File: src/verilog/audio_irq_pkg.sv
// constants for the raw audio interrupt status block: register offsets,
// flag positions, reset value and the address decode helper.
// assumes a 12-bit byte address inside the audio register space.
`default_nettype none

package audio_irq_pkg;

	localparam int ADDR_W = 12;
	localparam int DATA_W = 32;
	localparam int FLAG_W = 14;
	localparam int LOW_W = 7;

	// byte offsets of the two registers this block answers for
	localparam logic [ADDR_W-1:0] RAW_FLAGS_OFFSET = 12'h000;
	localparam logic [ADDR_W-1:0] FLAG_CLEAR_OFFSET = 12'h008;

	// flag positions inside the raw status word
	localparam int MODEM_STATUS_BIT = 13;
	localparam int READ_DONE_BIT = 12;
	localparam int WRITE_DONE_BIT = 11;
	localparam int CODEC_READY_BIT = 10;
	localparam int EXT_RX_ERR_BIT = 9;
	localparam int EXT_TX_ERR_BIT = 8;
	localparam int BUS_RX_ERR_BIT = 7;

	// reset value of the raw status word (bit 1, the transmit level flag)
	localparam logic [FLAG_W-1:0] FLAG_RESET = 14'h0002;
	localparam logic [DATA_W-FLAG_W-1:0] RESERVED_ZERO = 18'h00000;

	// address compare used by every decode term
	function automatic logic regHit(input logic [ADDR_W-1:0] addr,
		input logic [ADDR_W-1:0] offset);
		return addr == offset;
	endfunction

endpackage

`default_nettype wire

File: src/verilog/audio_irq_flag_bank.sv
// sticky flag bank: each flag is set by its event and cleared by a one
// in the clear vector. assumes set and clear come from the same clock.
`timescale 1ns/1ps
`default_nettype none

module audio_irq_flag_bank
	import audio_irq_pkg::*;
(
	input wire logic ref_clk,
	input wire logic rstn,
	input wire logic [FLAG_W-1:0] setVec,
	input wire logic [FLAG_W-1:0] clrVec,
	output logic [FLAG_W-1:0] flags_q
);

	logic [FLAG_W-1:0] flags_d;

	// set wins over clear so an event landing on a clear is never lost
	always_comb begin
		flags_d = (flags_q & ~clrVec) | setVec;
	end

	always_ff @(posedge ref_clk) begin
		if (!rstn) begin
			flags_q <= FLAG_RESET;
		end else begin
			flags_q <= flags_d;
		end
	end
endmodule

`default_nettype wire

File: src/verilog/audio_irq_raw_status.sv
// raw unmasked interrupt status of the audio serial interface, read over
// the APB, cleared through the write-only clear register.
// assumes all event inputs come from logic on ref_clk, single-cycle
// events except codecReadyTag, which is the level of the incoming tag bit.
`timescale 1ns/1ps
`default_nettype none

module audio_irq_raw_status
	import audio_irq_pkg::*;
(
	input wire logic ref_clk,
	input wire logic rstn,
	// apb slave
	input wire logic [ADDR_W-1:0] paddr,
	input wire logic psel,
	input wire logic penable,
	input wire logic pwrite,
	input wire logic [DATA_W-1:0] pwdata,
	output logic [DATA_W-1:0] prdata,
	output logic pready,
	output logic pslverr,
	// link and fifo events
	input wire logic ac97Mode,
	input wire logic modemStatusValid,
	input wire logic readDone,
	input wire logic writeDone,
	input wire logic codecReadyTag,
	input wire logic extRxOverrun,
	input wire logic extRxMisalign,
	input wire logic extTxUnderrun,
	input wire logic extTxMisalign,
	input wire logic busRxUnderrun,
	input wire logic busRxMisalign,
	input wire logic [LOW_W-1:0] lowEvents,
	// raw flags for the mask logic outside
	output logic [FLAG_W-1:0] rawFlags
);

	logic codecReadyPrev_q;
	logic codecReadyPrev_d;
	logic [DATA_W-1:0] prdata_q;
	logic [DATA_W-1:0] prdata_d;
	logic [FLAG_W-1:0] setVec;
	logic [FLAG_W-1:0] clrVec;
	logic [FLAG_W-1:0] flags;
	logic setupRead;
	logic accessPhase;
	logic hitRaw;
	logic hitClear;
	logic mapped;

	// apb phase and address decode
	assign hitRaw = regHit(paddr, RAW_FLAGS_OFFSET);
	assign hitClear = regHit(paddr, FLAG_CLEAR_OFFSET);
	assign setupRead = psel & ~penable & ~pwrite;
	assign accessPhase = psel & penable;
	// the status word is read-only and the clear word write-only
	assign mapped = (hitRaw & ~pwrite) | (hitClear & pwrite);

	// zero wait states: every transfer ends in its first access cycle
	assign pready = 1'b1;
	assign pslverr = accessPhase & ~mapped;

	// the tag bit is a level, so keep last cycle's value to see the rise;
	// the history runs in reset too, so a tag already high at release is
	// not taken for a fresh 0 to 1 transition
	always_comb begin
		codecReadyPrev_d = codecReadyTag;
	end

	always_ff @(posedge ref_clk) begin
		codecReadyPrev_q <= codecReadyPrev_d;
	end

	// event sources; link events are gated by the AC97 mode level
	always_comb begin
		setVec = '0;
		setVec[LOW_W-1:0] = lowEvents;
		setVec[MODEM_STATUS_BIT] = ac97Mode & modemStatusValid;
		setVec[READ_DONE_BIT] = ac97Mode & readDone;
		setVec[WRITE_DONE_BIT] = ac97Mode & writeDone;
		setVec[CODEC_READY_BIT] = ac97Mode & codecReadyTag
			& ~codecReadyPrev_q;
		setVec[EXT_RX_ERR_BIT] = extRxOverrun | extRxMisalign;
		setVec[EXT_TX_ERR_BIT] = extTxUnderrun | extTxMisalign;
		setVec[BUS_RX_ERR_BIT] = busRxUnderrun | busRxMisalign;
	end

	// a clear acts only in the access phase of a write to the clear word
	always_comb begin
		clrVec = '0;
		if (accessPhase && pwrite && hitClear) begin
			clrVec = pwdata[FLAG_W-1:0];
		end
	end

	audio_irq_flag_bank u_flags (
		.ref_clk(ref_clk),
		.rstn(rstn),
		.setVec(setVec),
		.clrVec(clrVec),
		.flags_q(flags)
	);

	assign rawFlags = flags;

	// read data is sampled in the setup phase so it is a flop output in
	// the access phase; a read has no side effect on the flags
	always_comb begin
		prdata_d = prdata_q;
		if (setupRead) begin
			if (hitRaw) begin
				prdata_d = {RESERVED_ZERO, flags};
			end else begin
				prdata_d = '0;
			end
		end
	end

	always_ff @(posedge ref_clk) begin
		if (!rstn) begin
			prdata_q <= '0;
		end else begin
			prdata_q <= prdata_d;
		end
	end

	assign prdata = prdata_q;
endmodule

`default_nettype wire

File: config.mk
export PLATFORM = sky130hd
export DESIGN_NAME = audio_irq_raw_status
export DESIGN_NICKNAME = d
export VERILOG_FILES = /design/src/verilog/audio_irq_pkg.sv /design/src/verilog/audio_irq_flag_bank.sv /design/src/verilog/audio_irq_raw_status.sv
export SDC_FILE = /design/constraint.sdc
export NUM_CORES = 1
export LEC_CHECK = 0
export ABC_CLOCK_PERIOD_IN_PS = 1300
export BUFFER_PORTS_ARGS = -buffer_cell sky130_fd_sc_hd__buf_2
export CAP_MARGIN = 20
export CORE_ASPECT_RATIO = 0.8
export CORE_MARGIN = 2
export CORE_UTILIZATION = 33
export CTS_CLUSTER_DIAMETER = 150
export DETAILED_ROUTE_END_ITERATION = 8
export PLACE_DENSITY_LB_ADDON = 0.3
export RECOVER_POWER = 25
export SYNTH_ARGS = -nofsm -noshare
export SYNTH_HDL_FRONTEND = slang
export SYNTH_SLANG_ARGS = --single-unit
File: constraint.sdc
create_clock -name ref_clk -period 1.3 [get_ports ref_clk]
set_input_delay 0.065 -clock ref_clk [delete_from_list [all_inputs] [get_ports ref_clk]]
set_output_delay 0.065 -clock ref_clk [all_outputs]
set_load 0.01 [all_outputs]
==> impl_summary.md <==
Setup path
The family with the most delay on the worst path is simple AND/OR/NAND/NOR gates. The count of buffering cells on the critical path with inverters included is 2. The top fanout value on the critical path is 4. The most critical setup path has its startpoint at paddr[5].

The number of cells on the worst reg-to-reg path is 3. The largest individual stage delay along the critical path comes from the cell or4_4. The critical path runs through a total of 5 cells. STA classifies the critical path endpoint as an output port. The category of the critical setup timing path is in -> out.

The worst path required time is 1.24 ns. Traced cell by cell, the critical path runs through buf_2 > or4_4 > nor3_2 > a21oi_1 > buf_2. The largest single stage delay on the critical path is roughly 0.59 ns. Data arrives at the worst endpoint at between 1 and 1.5 ns. The startpoint kind of the worst setup timing path is an input pin. The startpoint identified for the worst register-to-register timing path is codecReadyPrev_q.

The critical path's most frequent cell is buf_2.

Logic synthesis
The average instance in the mapped netlist occupies approximately 10 um^2. The library cell with the largest summed area after synthesis is dfxtp_1. For this run, asynchronously set or reset flops after synthesis account for 0%. Among all flip-flop cells after synthesis, the most frequent one is dfxtp_1.

The sequential element share of the synthesized area is 45.5%. The post-synthesis instance area is between 1000 and 1500 um^2. The proportion of netlist area held by the largest area contributor is a little under half.

The Yosys step of the flow raised 0 warnings. The count of flip-flops with a built-in enable after synthesis is 0. By area the synthesized netlist is led by dfxtp_1 46%, buf_4 11%, a22o_2 7.9%, nor4_4 5.0%, a31oi_1 4.4%. Synthesis produced 126 cells. The count of different cell masters after synthesis is 26. Counting instances in the post-synthesis netlist gives the leading cell types as 29 x dfxtp_1, 19 x buf_4, 10 x a22o_2. The synthesized design contains 29 register bits. Yosys instantiated no cell more often than dfxtp_1.

Timing
Setup violations remaining at the end of the flow were counted as 0. The final-report max-slew violation count is 0. Based on the critical path, the design can be clocked at up to 815 MHz. The share of the cycle needed by the critical path after routing is between 90 and 100%.

The worst path needs approximately 1.2 ns of the cycle, external delays included. Setup slack closes at 0.0733 ns. Between clock sinks in the finished design, the worst skew comes to approximately 0.0037 ns.

Setup repair after global routing left no endpoint under its margin. The final hold violation count was 0.

Placed design
The congestion estimate from routability-driven global placement came to 0.761. In this run the cell area measured after placement is ~1700 um^2. The number of port buffers is 77. Timing analysis after detailed placement gives a worst setup slack of -0.190 ns.

The HPWL after detailed placement is ~2500 um.

Worst hold path
The path class of the tightest hold or removal check is in -> reg. The source of the worst hold timing path is lowEvents[5]. The worst hold path was traced through 3 stages.

Drt
The post-detailed-route count of antenna-violating nets is 0. For this run, design rule violations remaining after detail routing come to 0. The routed wirelength normalized by instance count is between 10 and 15 um. The violation count after the first detailed-routing iteration is 52. For this block, the via count after detailed routing is 1,247. The via density per instance is around 4.6. After detailed routing, the total wire length is between 3000 and 4000 um. The first-pass iteration count of the detailed router is 4.

Global routing
The largest net degree at the start of global routing is 15. The first global-routing pass estimated approximately 5300 um of wire. Summed over all layers, the global routing overflow is 0. The via count of the first global-routing pass is 1,108. The initial antenna violation count is 0. The global-route usage over all layers is 15.8%.

Clocking
Clock-pin slew was measured on the worst setup and hold paths at ~0.060 ns. The clock tree synthesis step divided the H-tree into 2 levels. The TritonCTS clock tree is built. The buffer type at the clock tree root is clkbuf_8. Clock tree synthesis inserted a total of 5 buffers. The later pin in the worst-skew pair is clocked with a latency of 0.27 ns. Buffers added to address setup during post-CTS repair amount to 0. The number of sinks driven by the clock tree is 29. The longest clock path from root to sink contains 2 buffers.

Floorplanning
The area of the core is 3750 um^2. In this run the horizontal extent of the chip is ~73 um. The die is 59.6 um tall. During I/O placement, the number of pins put on the boundary was 115.

The initial cell density of the core is 34.0%. The number of placement rows is 20. The area of the die is about 4400 um^2.

Cells and area
At the end of the flow, the number of nets in the layout was between 200 and 300. The area growth from synthesis to layout is 52.4%. Measured on the finished design, the core utilization comes to about half.

The post-route cell area is 1940 um^2. The fraction of layout cells with a size suffix above 1 is between 40% and 50%. The number of antenna diodes in the final layout is 0.

Pwr
Dividing total power by cell area gives a power density of 1120 nW/um^2. IR analysis of the VDD net gives a maximum drop of around 0.47 mV. For this design the static power due to leakage is around 0.95 nW.

Job
Max-cap violations in this run came to 0.

Status
The run finished with clean final reports.
## cell usage in the layout (no fill, tap or decap)
cell type	synthesis	final
a21oi_1	6	6
a22o_1	4	4
a22o_2	10	10
a311oi_1	3	3
a31oi_1	9	9
a41oi_1	1	1
and3b_1	1	1
buf_12	0	1
buf_2	0	64
buf_4	19	8
bufinv_16	0	1
clkbuf_1	2	14
clkbuf_8	0	6
conb_1	2	19
dfxtp_1	29	29
dlygate4sd3_1	0	14
inv_1	8	8
nand2_1	4	4
nand4_1	1	1
nor2_1	4	4
nor2b_1	1	1
nor3_1	2	1
nor3_2	0	1
nor4_4	3	3
o21ai_0	7	7
o31ai_1	3	3
or3_1	1	1
or4_1	1	1
or4_4	2	2
or4bb_1	1	1
xnor2_1	1	1
## through the flow
step | power (W) | hold WS, ns | TNS [ns] | cells
final | 0.00217 | 0.0511 | 0 | 273
after global routing | 0.00228 | 0.0356 | 0 | 273
after CTS | 0.00220 | 0.0363 | 0 | 273
after detailed placement | 0.00120 | 0.186 | -4.19 | 251
after global placement | 0.00120 | 0.185 | -4.05 | 251
after floorplan | 0.00110 | 0.0927 | -0.837 | 143
## flip-flops by register name, indices dropped and copies added (netlist names)
name              flops
codecReadyPrev_q      1
prdata               14
u_flags.flags_q      14
## timing repair
item / 4_1_cts / 5_1_grt
endpoints found under the setup margin: 0 / 1
hold buffers: 14 / 0
endpoints found under the hold margin: 14 / 0
resized for setup: 0 / 1
## report_power, final
| group | switching (W) | internal [W] |
|---|---|---|
| clock network | 0.000324 | 0.000624 |
| logic | 0.000142 | 0.000139 |
| registers | 0.0000211 | 0.000919 |
## area by class of cell
type / count / area, um^2
clock inverter: 1 / 30.0
fill: 363 / 1810
tap: 44 / 55.1
multi-input combinational: 84 / 572
clock buffer: 7 / 86.3
sequential: 29 / 581
timing repair buffer: 100 / 589
inverter: 8 / 30.0
## layer usage
layer	vias up	global-route usage [%]	wire [um]
met1	548	21.2	1660
met3	7	4.59	274
met5	-	0	0
met2	61	24.4	1470
li1	631	-	-
met4	0	5.45	44
## tightest hold or removal path: cells and delay by family
family                 cells  cell delay, ns
buffers and inverters      2            0.14
AOI/OAI and AO/OA          1            0.07
## final timing paths
check,to,slack [ns]
max,pslverr,0.07
min reg2reg,prdata[9],0.48
min,u_flags.flags_q[5],0.05
max reg2reg,u_flags.flags_q[10],0.51
## kinds of logic after synthesis
family | count (synthesis) | share of synthesized area, %
XOR/XNOR | 1 | 0.687
AND/OR/NAND/NOR | 21 | 13.5
AO/OA/AOI/OAI | 43 | 24.6
buffers and inverters | 30 | 15.0
other | 2 | 0.589
flip-flops | 29 | 45.5
Power figures use the tool's default switching activity.
